[config.mk]
export PLATFORM = sky130hd
export DESIGN_NAME = can_mode_control
export DESIGN_NICKNAME = d
export VERILOG_FILES = /design/src/common/can_mode_pkg.sv /design/src/logic/can_mode_control.sv
export VERILOG_INCLUDE_DIRS = /design/src /design/src/common
export SDC_FILE = /design/constraint.sdc
export NUM_CORES = 1
export LEC_CHECK = 0
export ABC_AREA = 1
export BUFFER_PORTS_ARGS = -buffer_cell sky130_fd_sc_hd__clkbuf_2
export CELL_PAD_IN_SITES_DETAIL_PLACEMENT = 1
export CELL_PAD_IN_SITES_GLOBAL_PLACEMENT = 2
export CORE_MARGIN = 5
export CORE_UTILIZATION = 33
export DETAILED_ROUTE_END_ITERATION = 6
export GPL_TIMING_DRIVEN = 0
export PLACE_DENSITY = 0.85
export SETUP_SLACK_MARGIN = 0.05
export SYNTH_ARGS = -nofsm -noshare
export SYNTH_HDL_FRONTEND = slang
export SYNTH_SLANG_ARGS = --single-unit
export TNS_END_PERCENT = 20
[constraint.sdc]
create_clock -name clk -period 4.9 [get_ports clk]
set_input_delay 0.245 -clock clk [delete_from_list [all_inputs] [get_ports clk]]
set_output_delay 0.245 -clock clk [all_outputs]
set_load 0.01 [all_outputs]
[src/common/can_mode_params.svh]
// constants for the can mode control and acceptance mask block
// assumes a 32-bit classic wishbone slave, word aligned
`ifndef CAN_MODE_PARAMS_SVH
`define CAN_MODE_PARAMS_SVH

// register byte offsets (word aligned)
`define CTRL_OFFSET    6'h00
`define MASK0_OFFSET   6'h10
`define MASK_STRIDE_SH 2
`define MASK_ADR_SEL   6'h33
`define ADDR_W         6

// control register fields
`define CTRL_ABORT_BIT   27
`define CTRL_REQ_HI      26
`define CTRL_REQ_LO      24
`define CTRL_STAT_HI     23
`define CTRL_STAT_LO     21
`define CTRL_CAP_BIT     20
`define CTRL_ON_BIT      15
`define CTRL_IDLE_STOP_BIT 13
`define CTRL_BUSY_BIT    11
`define CTRL_CMP_CNT_HI  4
`define CTRL_CMP_CNT_LO  0

// mask register fields
`define MASK_STD_HI      31
`define MASK_STD_LO      21
`define MASK_TYPE_BIT    19
`define MASK_EXT_HI      17
`define MASK_EXT_LO      0
`define MASK_WRITABLE    32'hffeb_ffff

// mode codes
`define MODE_NORMAL      3'h0
`define MODE_DISABLE     3'h1
`define MODE_LOOPBACK    3'h2
`define MODE_LISTEN_ONLY 3'h3
`define MODE_CONFIG      3'h4
`define MODE_LISTEN_ALL  3'h7
`define MODE_RSVD_LO     3'h5
`define MODE_RSVD_HI     3'h6

`define MASK_RESET       32'h0000_0000
`define NUM_MASKS        4
`define NUM_TX_BUFS      8
`define TS_W             16

`endif

[src/common/can_mode_pkg.sv]
// types shared by the can mode control block
// assumes can_mode_params.svh for numeric constants
package can_mode_pkg;

  typedef struct packed {
    logic        cyc;
    logic        stb;
    logic        we;
    logic [5:0]  adr;
    logic [3:0]  sel;
    logic [31:0] dat;
  } wb_req_t;

  typedef struct packed {
    logic        ack;
    logic [31:0] dat;
  } wb_rsp_t;

  // received frame header offered to the acceptance check
  typedef struct packed {
    logic        valid;
    logic        ext;
    logic [10:0] std_id;
    logic [17:0] ext_id;
  } rx_hdr_t;

  // one filter as seen by the acceptance check
  typedef struct packed {
    logic        ext_sel;
    logic [10:0] std_id;
    logic [17:0] ext_id;
  } filt_t;

  typedef enum logic [3:0] {
    ST_RUN    = 4'h1,
    ST_DRAIN  = 4'h2,
    ST_OFF    = 4'h4,
    ST_ABORT  = 4'h8
  } ctl_state_t;

endpackage : can_mode_pkg

[src/logic/can_mode_control.sv]
// mode control, abort, timestamp capture and acceptance masks
// assumes a classic wishbone master and a protocol engine that
// reports frame activity, abort completion and valid receptions
//
// Design decisions made here: the Wishbone slave port and the register offsets.
`timescale 1ns/1ps
`include "can_mode_params.svh"

module can_mode_control #(
  parameter int NUM_MASKS = `NUM_MASKS,
  parameter int NUM_TX    = `NUM_TX_BUFS,
  parameter int TS_W      = `TS_W
) (
  input  wire logic                    clk,
  input  wire logic                    srst,
  input  wire can_mode_pkg::wb_req_t   wb_req,
  output      can_mode_pkg::wb_rsp_t   wb_rsp,
  input  wire logic                    frame_active,
  input  wire logic [NUM_TX-1:0]       tx_pending,
  output      logic [NUM_TX-1:0]       tx_abort,
  input  wire can_mode_pkg::rx_hdr_t   rx_hdr,
  input  wire can_mode_pkg::filt_t     filt,
  input  wire logic [1:0]              filt_mask_sel,
  output      logic                    rx_accept,
  output      logic [TS_W-1:0]         rx_timestamp,
  output      logic                    rx_timestamp_valid,
  output      logic [2:0]              mode_status,
  output      logic                    module_enable
);
  import can_mode_pkg::*;

  // ----------------------------------------------------------------
  // register state
  // ----------------------------------------------------------------
  logic [2:0]      mode_request_reg;
  logic [2:0]      mode_status_reg;
  logic            abort_all_request_reg;
  logic            capture_enable_reg;
  logic            module_on_reg;
  logic            stop_in_idle_reg;
  logic [4:0]      data_byte_compare_count_reg;
  logic            module_busy_reg;
  logic [31:0]     mask_reg [NUM_MASKS];
  logic [TS_W-1:0] timestamp_timer_reg;
  ctl_state_t      state_reg;
  ctl_state_t      state_next;

  logic        wb_hit;
  logic        wr_ctrl;
  logic        wr_mask;
  logic [1:0]  mask_idx;
  logic [31:0] wmask;
  logic [31:0] ctrl_rd;
  logic        in_config;
  logic        rx_accept_c;

  // control at the base, masks on a word stride above it
  function automatic logic is_mask_adr(input logic [`ADDR_W-1:0] a);
    is_mask_adr = ((a & `MASK_ADR_SEL) == `MASK0_OFFSET);
  endfunction : is_mask_adr

  assign wb_hit    = wb_req.cyc && wb_req.stb && !wb_rsp.ack;
  assign mask_idx  = wb_req.adr[`MASK_STRIDE_SH +: 2];
  assign wr_ctrl   = wb_hit && wb_req.we && (wb_req.adr == `CTRL_OFFSET);
  assign wr_mask   = wb_hit && wb_req.we && is_mask_adr(wb_req.adr);
  assign in_config = (mode_status_reg == `MODE_CONFIG);

  // byte enables expanded to a bit mask
  function automatic logic [31:0] lanes(input logic [3:0] sel);
    lanes = {{8{sel[3]}}, {8{sel[2]}}, {8{sel[1]}}, {8{sel[0]}}};
  endfunction : lanes

  // masked merge of write data into a register
  function automatic logic [31:0] merge(input logic [31:0] old, input logic [31:0] wd,
                                        input logic [31:0] m);
    merge = (old & ~m) | (wd & m);
  endfunction : merge

  assign wmask = lanes(wb_req.sel);

  // ----------------------------------------------------------------
  // control register
  // ----------------------------------------------------------------
  logic [31:0] ctrl_new;
  assign ctrl_new = merge(ctrl_rd, wb_req.dat, wmask);

  always_ff @(posedge clk) begin
    if (srst) begin
      mode_request_reg   <= `MODE_CONFIG;
      capture_enable_reg <= 1'b0;
      module_on_reg      <= 1'b0;
      stop_in_idle_reg   <= 1'b0;
      data_byte_compare_count_reg <= 5'h00;
    end else if (wr_ctrl) begin
      // only reserved-free codes are latched; 101 and 110 keep the old request
      if (ctrl_new[`CTRL_REQ_HI:`CTRL_REQ_LO] != `MODE_RSVD_LO &&
          ctrl_new[`CTRL_REQ_HI:`CTRL_REQ_LO] != `MODE_RSVD_HI) begin
        mode_request_reg <= ctrl_new[`CTRL_REQ_HI:`CTRL_REQ_LO];
      end
      capture_enable_reg <= ctrl_new[`CTRL_CAP_BIT];
      module_on_reg      <= ctrl_new[`CTRL_ON_BIT];
      stop_in_idle_reg   <= ctrl_new[`CTRL_IDLE_STOP_BIT];
      data_byte_compare_count_reg <= ctrl_new[`CTRL_CMP_CNT_HI:`CTRL_CMP_CNT_LO];
    end
  end

  // abort request: software sets, hardware clears; a set wins the clear
  always_ff @(posedge clk) begin
    if (srst) begin
      abort_all_request_reg <= 1'b0;
    end else if (wr_ctrl && ctrl_new[`CTRL_ABORT_BIT]) begin
      abort_all_request_reg <= 1'b1;
    end else if (abort_all_request_reg && tx_pending == '0) begin
      abort_all_request_reg <= 1'b0;
    end
  end

  always_ff @(posedge clk) begin
    if (srst) begin
      tx_abort <= '0;
    end else begin
      tx_abort <= {NUM_TX{abort_all_request_reg}} & tx_pending;
    end
  end

  // ----------------------------------------------------------------
  // enable / mode sequencing
  // ----------------------------------------------------------------
  always_comb begin
    state_next = state_reg;
    unique case (state_reg)
      ST_OFF:   if (module_on_reg) state_next = ST_RUN;
      ST_RUN:   if (!module_on_reg) state_next = ST_DRAIN;
      ST_DRAIN: if (module_on_reg) state_next = ST_RUN;
                else if (!frame_active) state_next = ST_OFF;
      ST_ABORT: state_next = ST_OFF;
      default:  state_next = ST_OFF;
    endcase
  end

  always_ff @(posedge clk) begin
    if (srst) begin
      state_reg <= ST_OFF;
    end else begin
      state_reg <= state_next;
    end
  end

  // busy while the controller is on or still finishing a frame
  always_ff @(posedge clk) begin
    if (srst) begin
      module_busy_reg <= 1'b0;
      module_enable   <= 1'b0;
    end else begin
      module_busy_reg <= (state_next != ST_OFF);
      module_enable   <= (state_next != ST_OFF);
    end
  end

  // status follows the request only between frames
  always_ff @(posedge clk) begin
    if (srst) begin
      mode_status_reg <= `MODE_CONFIG;
    end else if (!frame_active && mode_status_reg != mode_request_reg) begin
      mode_status_reg <= mode_request_reg;
    end
  end

  always_ff @(posedge clk) begin
    if (srst) begin
      mode_status <= `MODE_CONFIG;
    end else begin
      mode_status <= mode_status_reg;
    end
  end

  // ----------------------------------------------------------------
  // receive timestamp
  // ----------------------------------------------------------------
  always_ff @(posedge clk) begin
    if (srst || !capture_enable_reg) begin
      timestamp_timer_reg <= '0;
    end else begin
      timestamp_timer_reg <= timestamp_timer_reg + 1'b1;
    end
  end

  always_ff @(posedge clk) begin
    if (srst) begin
      rx_timestamp       <= '0;
      rx_timestamp_valid <= 1'b0;
    end else begin
      rx_timestamp_valid <= capture_enable_reg && rx_hdr.valid && rx_accept_c;
      if (capture_enable_reg && rx_hdr.valid && rx_accept_c) begin
        rx_timestamp <= timestamp_timer_reg;
      end
    end
  end

  // ----------------------------------------------------------------
  // acceptance masks
  // ----------------------------------------------------------------
  always_ff @(posedge clk) begin
    if (srst) begin
      for (int i = 0; i < NUM_MASKS; i++) begin
        mask_reg[i] <= `MASK_RESET;
      end
    end else if (wr_mask && in_config) begin
      mask_reg[mask_idx] <= merge(mask_reg[mask_idx], wb_req.dat,
                                  wmask & `MASK_WRITABLE);
    end
  end

  logic [31:0] msel;
  logic        std_ok;
  logic        ext_ok;
  logic        type_ok;

  assign msel    = mask_reg[filt_mask_sel];
  assign std_ok  = ((rx_hdr.std_id ^ filt.std_id)
                    & msel[`MASK_STD_HI:`MASK_STD_LO]) == '0;
  assign ext_ok  = !rx_hdr.ext ||
                   (((rx_hdr.ext_id ^ filt.ext_id)
                     & msel[`MASK_EXT_HI:`MASK_EXT_LO]) == '0);
  assign type_ok = !msel[`MASK_TYPE_BIT] || (rx_hdr.ext == filt.ext_sel);
  assign rx_accept_c = std_ok && ext_ok && type_ok;

  always_ff @(posedge clk) begin
    if (srst) begin
      rx_accept <= 1'b0;
    end else begin
      rx_accept <= rx_hdr.valid && rx_accept_c;
    end
  end

  // ----------------------------------------------------------------
  // wishbone read and ack
  // ----------------------------------------------------------------
  always_comb begin
    ctrl_rd = '0;
    ctrl_rd[`CTRL_ABORT_BIT]               = abort_all_request_reg;
    ctrl_rd[`CTRL_REQ_HI:`CTRL_REQ_LO]     = mode_request_reg;
    ctrl_rd[`CTRL_STAT_HI:`CTRL_STAT_LO]   = mode_status_reg;
    ctrl_rd[`CTRL_CAP_BIT]                 = capture_enable_reg;
    ctrl_rd[`CTRL_ON_BIT]                  = module_on_reg;
    ctrl_rd[`CTRL_IDLE_STOP_BIT]           = stop_in_idle_reg;
    ctrl_rd[`CTRL_BUSY_BIT]                = module_busy_reg;
    ctrl_rd[`CTRL_CMP_CNT_HI:`CTRL_CMP_CNT_LO] = data_byte_compare_count_reg;
  end

  always_ff @(posedge clk) begin
    if (srst) begin
      wb_rsp <= '0;
    end else begin
      wb_rsp.ack <= wb_hit;
      wb_rsp.dat <= '0;
      if (wb_hit && !wb_req.we) begin
        if (wb_req.adr == `CTRL_OFFSET) begin
          wb_rsp.dat <= ctrl_rd;
        end else if (is_mask_adr(wb_req.adr)) begin
          wb_rsp.dat <= mask_reg[mask_idx];
        end
      end
    end
  end
endmodule : can_mode_control

======== Word level (Yosys, flattened, before mapping) ========
Memory sizes are Yosys's and may differ from the RTL's.
Index checks and enable logic that the tools add are counted.
Widths: inputs -> output; s select.
word-level totals
  register bits ........................... 98
  RAM bits ................................ 128
  input port bits ......................... 119
  output and inout port bits .............. 63
  word-level logic and storage cells ...... 96
  memories ................................ 1
operators by class
  add/subtract/negate cells ............... 1
  eq/ne operators ......................... 10
  multiplexer cells ....................... 17
  bitwise operators ....................... 15
  reductions and logical operators ........ 34
memory list
  memory    words  bits a word  read ports  clocked after memory_dff  write ports  RTL line                RTL
  mask_reg  4      32           2           0                         4            can_mode_control.sv:43  logic [31:0] mask_reg [NUM_MASKS];
operators by type and width
  kind                   number
  $and 32x32->32         2
  $and 28x28->28         2
  $mux 28                2
  $mux 32                1
  $not 32->32            1
  $or 32x32->32          1
  $reduce_or 32->1       1
  $not 28->28            1
  $or 28x28->28          1
  $and 18x18->18         1
  $logic_not 18->1       1
  $xor 18x18->18         1
  $add 16x1->16 const B  1
  $logic_and 1x1->1      16
  $mux 4                 4
  $pmux 4 s3             1
  $and 11x11->11         1
  $logic_not 11->1       1
  $xor 11x11->11         1
  $and 8x8->8            1
  $eq 4x3->1 const B     2
  $logic_not 8->1        1
  $mux 1                 8
  $logic_not 1->1        6
  15 further kinds       19

======== Logic depth before layout (Yosys ltp) ========
Gate-level depths: netlist of run 1.
  word-level depth ........................ 10
  gate-level depth with buffers ........... 18
  mapped depth without buffers ............ 15

======== Least setup slack after synthesis of run 1 ========
OpenSTA, ideal clock, no wires.
  kind .................................... in2reg
  start point ............................. in wb_req[38] (netlist name)
  end point ............................... mem mask_reg[1][0] (enable)
  setup time .............................. 0.466 ns
  arrival time ............................ 3.284 ns
  data required time ...................... 4.434 ns
  path slack .............................. 1.150 ns
  cell stages on the path ................. 5
  buffers on the path ..................... 1
  cell sequence ........................... clkinv_1 -> nor2_2 -> inv_1 -> clkbuf_1 -> o21ai_0
RTL lines
  item                RTL line                RTL
  start: declaration  can_mode_control.sv:16  input wire can_mode_pkg::wb_req_t wb_req,
  end: declaration    can_mode_control.sv:43

==> results.py, run 1 <==
metrics = {
    "clock_network": {
        "tritoncts": "done",
        "cts_setup_buffers": 0,
        "cts_buffers": 26,
        "insertion_delay_ns": 0.53,
        "cts.htree.levels": 1,
        "clk_path_buf_depth": 3,
        "clk_pin_slew_ns": 0.06,
        "root_buffer": "clkbuf_16",
        "numClockSinks": 226,
    },
    "pwr": {
        "irDropWorstVdd_v": 0.000232,
        "p_sw_frac": 0.249,
        "p_clk_frac": 0.427,
        "power_mw": 4.38,
        "p_seq_frac": 0.469,
        "switching_power_mw": 1.09,
        "internal_power_mw": 3.29,
        "power_leakage_nw": 5.92,
        "p_per_area_mw_per_mm2": 327,
        "power_frac_comb": 0.103,
    },
    "routing": {
        "wl_met2_um": 18800,
        "first_pass_iters": 5,
        "drc_errors": 0,
        "dr.max_layer_used": "met5",
        "routed-via-count": 9849,
        "wl_per_cell_um": 19.4,
        "routed_wl_um": 38900,
        "dr_wl_met3_um": 2340,
        "postRouteAntennaNets": 0,
        "viasPerCell": 4.90,
        "first_iter_violations": 607,
        "met1Wirelength_um": 16600,
    },
    "synth": {
        "synth_cells": 1326,
        "yosys.cell_types.count": 41,
        "ys_seq_area_frac": 0.534,
        "syn_area_mm2": 0.0109,
        "avgSynthCellArea_um2": 8.20,
        "ys_ff_latch": 226,
        "yosys_warnings": 0,
        "syn_nets": 1446,
    },
    "cells_and_area": {
        "diodes": 0,
        "layout_commonest_cell": "nand2_1",
        "nets": 1669,
        "layout-drive-gt1-share": 0.166,
        "final_cell_mix": "nand2_1 (328), nor2_1 (200), inv_1 (200)",
        "largest_reg_flops": 128,
        "fillers": 3975,
        "syn2layout_area_growth_pct": 23.3,
    },
    "worst_setup_path": {
        "reg2regPathDepth": 6,
        "worstPathMaxFanout": 10,
        "cp-startpoint": "wb_rsp[32]",
        "critPathCaptureType": "flip-flop",
        "start_kind": "flip-flop",
        "r2r-start": "wb_rsp[32]",
        "required_ns": 5.28,
        "crit_type": "reg -> reg",
        "r2r-end": "mask_reg[0][6]",
        "r2r_setup_slack_ns": 2.00,
        "arrival_ns": 3.28,
        "cp-endpoint": "mask_reg[0][6]",
    },
    "timing": {
        "whs_ns": 0.0194,
        "relSlewSlack": 0.379,
        "fin_worst_skew_ns": 0.0138,
        "max_freq_mhz": 345,
        "period_share": 0.592,
        "setup_viol": 0,
        "rsz0062_at_grt": "no",
        "worstMarginPinSlew_ns": 0.931,
        "hold_viol": 0,
        "slew_violations": 0,
        "layout_min_cycle_time_ns": 2.90,
    },
    "outcome": {
        "outcome": "complete, no violations",
    },
    "floorplan": {
        "initial_utilization": 0.334,
        "ioPinCount": 182,
        "dieWidth_um": 192,
        "die_area_mm2": 0.0367,
        "die_y_um": 192,
        "core_area_mm2": 0.0325,
        "rows": 66,
    },
    "min_path": {
        "hold_depth": 3,
        "hp-class": "in -> reg",
        "min_from": "wb_req[4]",
    },
    "placed_design": {
        "place_hpwl_um": 27900,
        "gp_congestion": 0.829,
        "io_buffers": 176,
    },
    "flow_run": {
        "maxCapViolCount": 0,
    },
    "global_routing": {
        "grt_max_degree": 22,
        "grt_pass1_vias": 10300,
        "antenna_found_initial": 1,
        "gr-total-overflow": 0,
        "grt_pass1_wl_um": 58400,
        "track_usage": 0.208,
    },
}
[critical path, stage by stage (launching register included)]
cell and delay [ns]:
dfxtp_1 0.34, nor2_1 0.29, nand4_1 0.47, nor2_2 0.59
clkbuf_1 0.64, nand2_1 0.25, nor2_1 0.16
[worst min path at each step]
| stage | endpoint |
|---|---|
| after CTS | flip-flop |
| after detailed placement | timestamp_timer_reg[15] |
| final | flip-flop |
| after floorplan | mode_status_reg[0] |
| after global placement | timestamp_timer_reg[0] |
| after global routing | flip-flop |
[per-layer routing]
metal / global-route usage / up-vias
met4: 0.0594 / 2
met1: 0.265 / 4746
li1: - / 4737
met5: 0 / -
met2: 0.365 / 293
met3: 0.0332 / 71
[what timing repair did]
item                                   in CTS  in global routing
resized for setup                           0                  0
hold buffers                               15                  0
endpoints found under the hold margin      17                  0
[synth_stat cells]
master,n,area [um^2]
nor4_1,3,18.8
o22ai_1,27,169
o211ai_1,3,22.5
o21ai_1,21,105
inv_4,2,12.5
nor2_1,200,751
nand2_1,328,1230
nand4_1,20,125
nor3b_1,1,7.51
o21ai_2,1,8.76
a211oi_1,7,52.6
ha_1,1,12.5
nor2_8,1,20.0
a221oi_1,2,17.5
conb_1,1,3.75
clkbuf_1,34,128
xor2_1,31,272
inv_1,200,751
nand3_4,1,17.5
clkinv_1,2,7.51
inv_2,2,7.51
buf_1,2,7.51
a32o_1,1,10.0
nor3_1,10,50.1
edfxtp_1,128,3840
nor2_2,2,12.5
nand3_1,23,115
dfxtp_1,98,1960
o21ai_0,76,380
o2111ai_1,4,35.0
nand2_2,2,12.5
a221o_1,24,240
a21oi_1,35,175
buf_4,3,22.5
buf_2,11,55.1
nand2_4,1,11.3
xnor2_1,1,8.76
buf_6,13,146
o211ai_2,2,25.0
nand4_2,1,12.5
nand3b_1,1,7.51
[cell type report]
type                       instances  area (um^2)  area share
sequential                       226         5810       0.433
multi-input combinational        831         3980       0.296
timing repair buffer             195         1120      0.0834
clock buffer                      42          793      0.0592
inverter                         206          778      0.0580
tap                              442          553      0.0412
buffer                            63          359      0.0268
clock inverter                     5         26.3     0.00196
[kinds of logic after synthesis]
family | count (synthesis) | share of synthesized area
AO/OA/AOI/OAI | 203 | 0.114
XOR/XNOR | 32 | 0.0258
adder cells (fa/ha/maj) | 1 | 0.00115
buffers and inverters | 269 | 0.105
flip-flops | 226 | 0.534
other | 1 | 0.000345
AND/OR/NAND/NOR | 594 | 0.220
[power groups by stage]
stage | Clock [mW] | Combinational [mW] | Sequential [mW]
3_5_place_dp | 0 | 0.441 | 2.10
4_1_cts | 1.91 | 0.454 | 2.06
5_1_grt | 1.99 | 0.494 | 2.06
3_3_place_gp | 0 | 0.425 | 2.10
6_report | 1.87 | 0.452 | 2.06
2_1_floorplan | 0 | 0.238 | 2.09
[metrics by stage]
stage	util	setup WS, ns	TNS [ns]	instance area (um^2)	std cells
floorplan	-	1.15	0	10900	1326
global placement	0.378	-2.08	-209.48	12300	1944
detailed placement	0.382	1.81	0	12400	1948
CTS	0.412	2.00	0	13400	2010
global route	0.412	1.88	0	13400	2010
finish	0.412	2.00	0	13400	2010
Power figures use the tool's default switching activity.
==> run 2, diff against run 1 <==
--- a/config.mk
+++ b/config.mk
@@ -11,10 +11,10 @@
 export CELL_PAD_IN_SITES_DETAIL_PLACEMENT = 1
 export CELL_PAD_IN_SITES_GLOBAL_PLACEMENT = 2
 export CORE_MARGIN = 5
-export CORE_UTILIZATION = 33
+export CORE_UTILIZATION = 30
 export DETAILED_ROUTE_END_ITERATION = 6
 export GPL_TIMING_DRIVEN = 0
-export PLACE_DENSITY = 0.85
+export PLACE_DENSITY = 0.82
 export SETUP_SLACK_MARGIN = 0.05
 export SYNTH_ARGS = -nofsm -noshare
 export SYNTH_HDL_FRONTEND = slang
==> constraint.sdc (replaced) <==
create_clock -name clk -period 2.47 [get_ports clk]
set_input_delay 0.1235 -clock clk [delete_from_list [all_inputs] [get_ports clk]]
set_output_delay 0.1235 -clock clk [all_outputs]
set_load 0.01 [all_outputs]
==> run 2 against run 1 <==
Compared with the run above:
- total power is 100% higher
- register-to-register slack worse by 1.8 ns
- non-clock buffer count is 8 higher
- critical endpoint is now mask_reg[0][21]
==> results.py, run 2 (synthesis results as in run 1) <==
metrics = {
    "clock_network": {
        "clk_path_buf_depth": 3,
        "insertion_delay_ns": 0.54,
        "cts.htree.levels": 1,
        "clk_pin_slew_ns": 0.06,
        "cts_buffers": 27,
        "tritoncts": "done",
        "root_buffer": "clkbuf_16",
        "numClockSinks": 226,
    },
    "flow_run": {
        "maxCapViolCount": 0,
    },
    "floorplan": {
        "core_area_mm2": 0.0357,
        "die_area_mm2": 0.0402,
        "ioPinCount": 182,
        "dieWidth_um": 200,
        "rows": 69,
        "initial_utilization": 0.305,
        "die_y_um": 200,
    },
    "timing": {
        "hold_viol": 0,
        "max_freq_mhz": 435,
        "fin_worst_skew_ns": 0.0174,
        "slew_violations": 0,
        "worstMarginPinSlew_ns": 0.941,
        "layout_min_cycle_time_ns": 2.30,
        "finalSetupTns_ns": 0,
        "setup_viol": 0,
        "worst_slack_ns": 0.172,
        "rsz0062_at_grt": "yes",
        "period_share": 0.930,
        "relSlewSlack": 0.370,
        "whs_ns": 0.0320,
    },
    "worst_setup_path": {
        "arrival_ns": 2.54,
        "path_delay_family": "buffers and inverters",
        "cpMaxStageDelayCell": "o21ai_4",
        "crit_type": "in -> reg",
        "cp_slowest_stage_delay_ns": 0.87,
        "required_ns": 2.72,
        "crit_path_cell_trace": "clkbuf_2 > nor2_2 > inv_1 > clkbuf_1 > o21ai_4 > buf_16",
        "worstPathMaxFanout": 20,
        "start_kind": "input port",
        "critPathCaptureType": "flip-flop",
        "path_buf_inv": 4,
    },
    "routing": {
        "drc_errors": 0,
        "routed-via-count": 9869,
        "wl_per_cell_um": 19.3,
        "viasPerCell": 4.84,
        "first_pass_iters": 4,
        "first_iter_violations": 589,
        "routed_wl_um": 39200,
        "postRouteAntennaNets": 0,
    },
    "global_routing": {
        "grt_pass1_vias": 10300,
        "track_usage": 0.190,
        "antenna_found_initial": 0,
        "grt_pass1_wl_um": 60300,
        "grt_max_degree": 22,
        "gr-total-overflow": 0,
    },
    "pwr": {
        "power_leakage_nw": 6.00,
        "irDropWorstVdd_v": 0.000460,
        "p_per_area_mw_per_mm2": 653,
        "power_mw": 8.88,
    },
    "cells_and_area": {
        "syn2layout_area_growth_pct": 25.0,
        "final_core_utilization": 0.381,
        "stdcell_area_mm2": 0.0136,
        "largest_reg_flops": 128,
        "layout-drive-gt1-share": 0.177,
        "final_cell_mix": "nand2_1 (327), inv_1 (200), nor2_1 (199)",
        "layout_commonest_cell": "nand2_1",
        "instances_no_fill": 2038,
        "nets": 1678,
        "diodes": 0,
    },
    "placed_design": {
        "placed_cell_area_mm2": 0.0125,
        "gp_congestion": 0.794,
        "pre_cts_ws_ns": -0.689,
        "place_hpwl_um": 28500,
        "place_inst": 1967,
        "io_buffers": 176,
    },
    "outcome": {
        "outcome": "complete, no violations",
    },
    "min_path": {
        "hp-class": "in -> reg",
    },
}
==> run 2: changes by cell type in the layout (fill, tap and decap cells not counted), moves of 2 or more <==
| cell | delta |
|---|---|
| dlygate4sd3_1 | +4 |
| buf_4 | +4 |
| clkbuf_2 | +3 |
| nor2_4 | +2 |
| nor3_1 | -2 |
| clkbuf_1 | -6 |
| clkbuf_8 | +6 |
| clkinv_1 | -2 |
| nor3_2 | +2 |
==> run 2: timing repair <==
item	CTS	global route
resized for setup	5	7
setup buffers	2	2
hold buffers	19	0
endpoints found under the hold margin	23	0
setup endpoints to repair	155	54
pin swaps	2	1
==> run 2: cell type report <==
type / instances / area (um^2)
fill: 4301 / 22100
timing repair buffer: 203 / 1200
clock buffer: 44 / 840
inverter: 206 / 778
buffer: 63 / 365
clock inverter: 4 / 22.5
tap: 461 / 577
sequential: 226 / 5810
multi-input combinational: 831 / 4010
==> run 2: path summary, 6_finish.rpt <==
kind                                             start                     end  slack [ns]  cells after the start
worst max register to register              wb_rsp[32]              wb_rsp[25]        0.22                      8
worst min register to register  timestamp_timer_reg[0]  timestamp_timer_reg[0]        0.45                      1
worst max-delay path                        wb_req[39]         mask_reg[0][21]        0.17                      6
worst min-delay path                        wb_req[23]         mask_reg[3][23]        0.03                      5
==> run 2: power by group <==
| group | leakage, nW | switching [mW] | internal [mW] |
|---|---|---|---|
| registers | 2.11 | 0.0343 | 4.04 |
| clock network | 0.425 | 1.59 | 2.30 |
| logic | 3.46 | 0.605 | 0.310 |
==> run 2: per-layer routing <==
layer	GRT usage	share of wire	vias up
li1	-	-	4737
met1	0.257	0.45	4805
met2	0.326	0.48	275
met3	0.0270	0.055	52
met4	0.0396	0.018	0
met5	0	0	-
==> run 2: worst min-delay path, stage by stage <==
cell and delay, ns:
clkbuf_2 0.08, nand2_1 0.04, nand2_1 0.05, nand2_1 0.09
inv_1 0.07
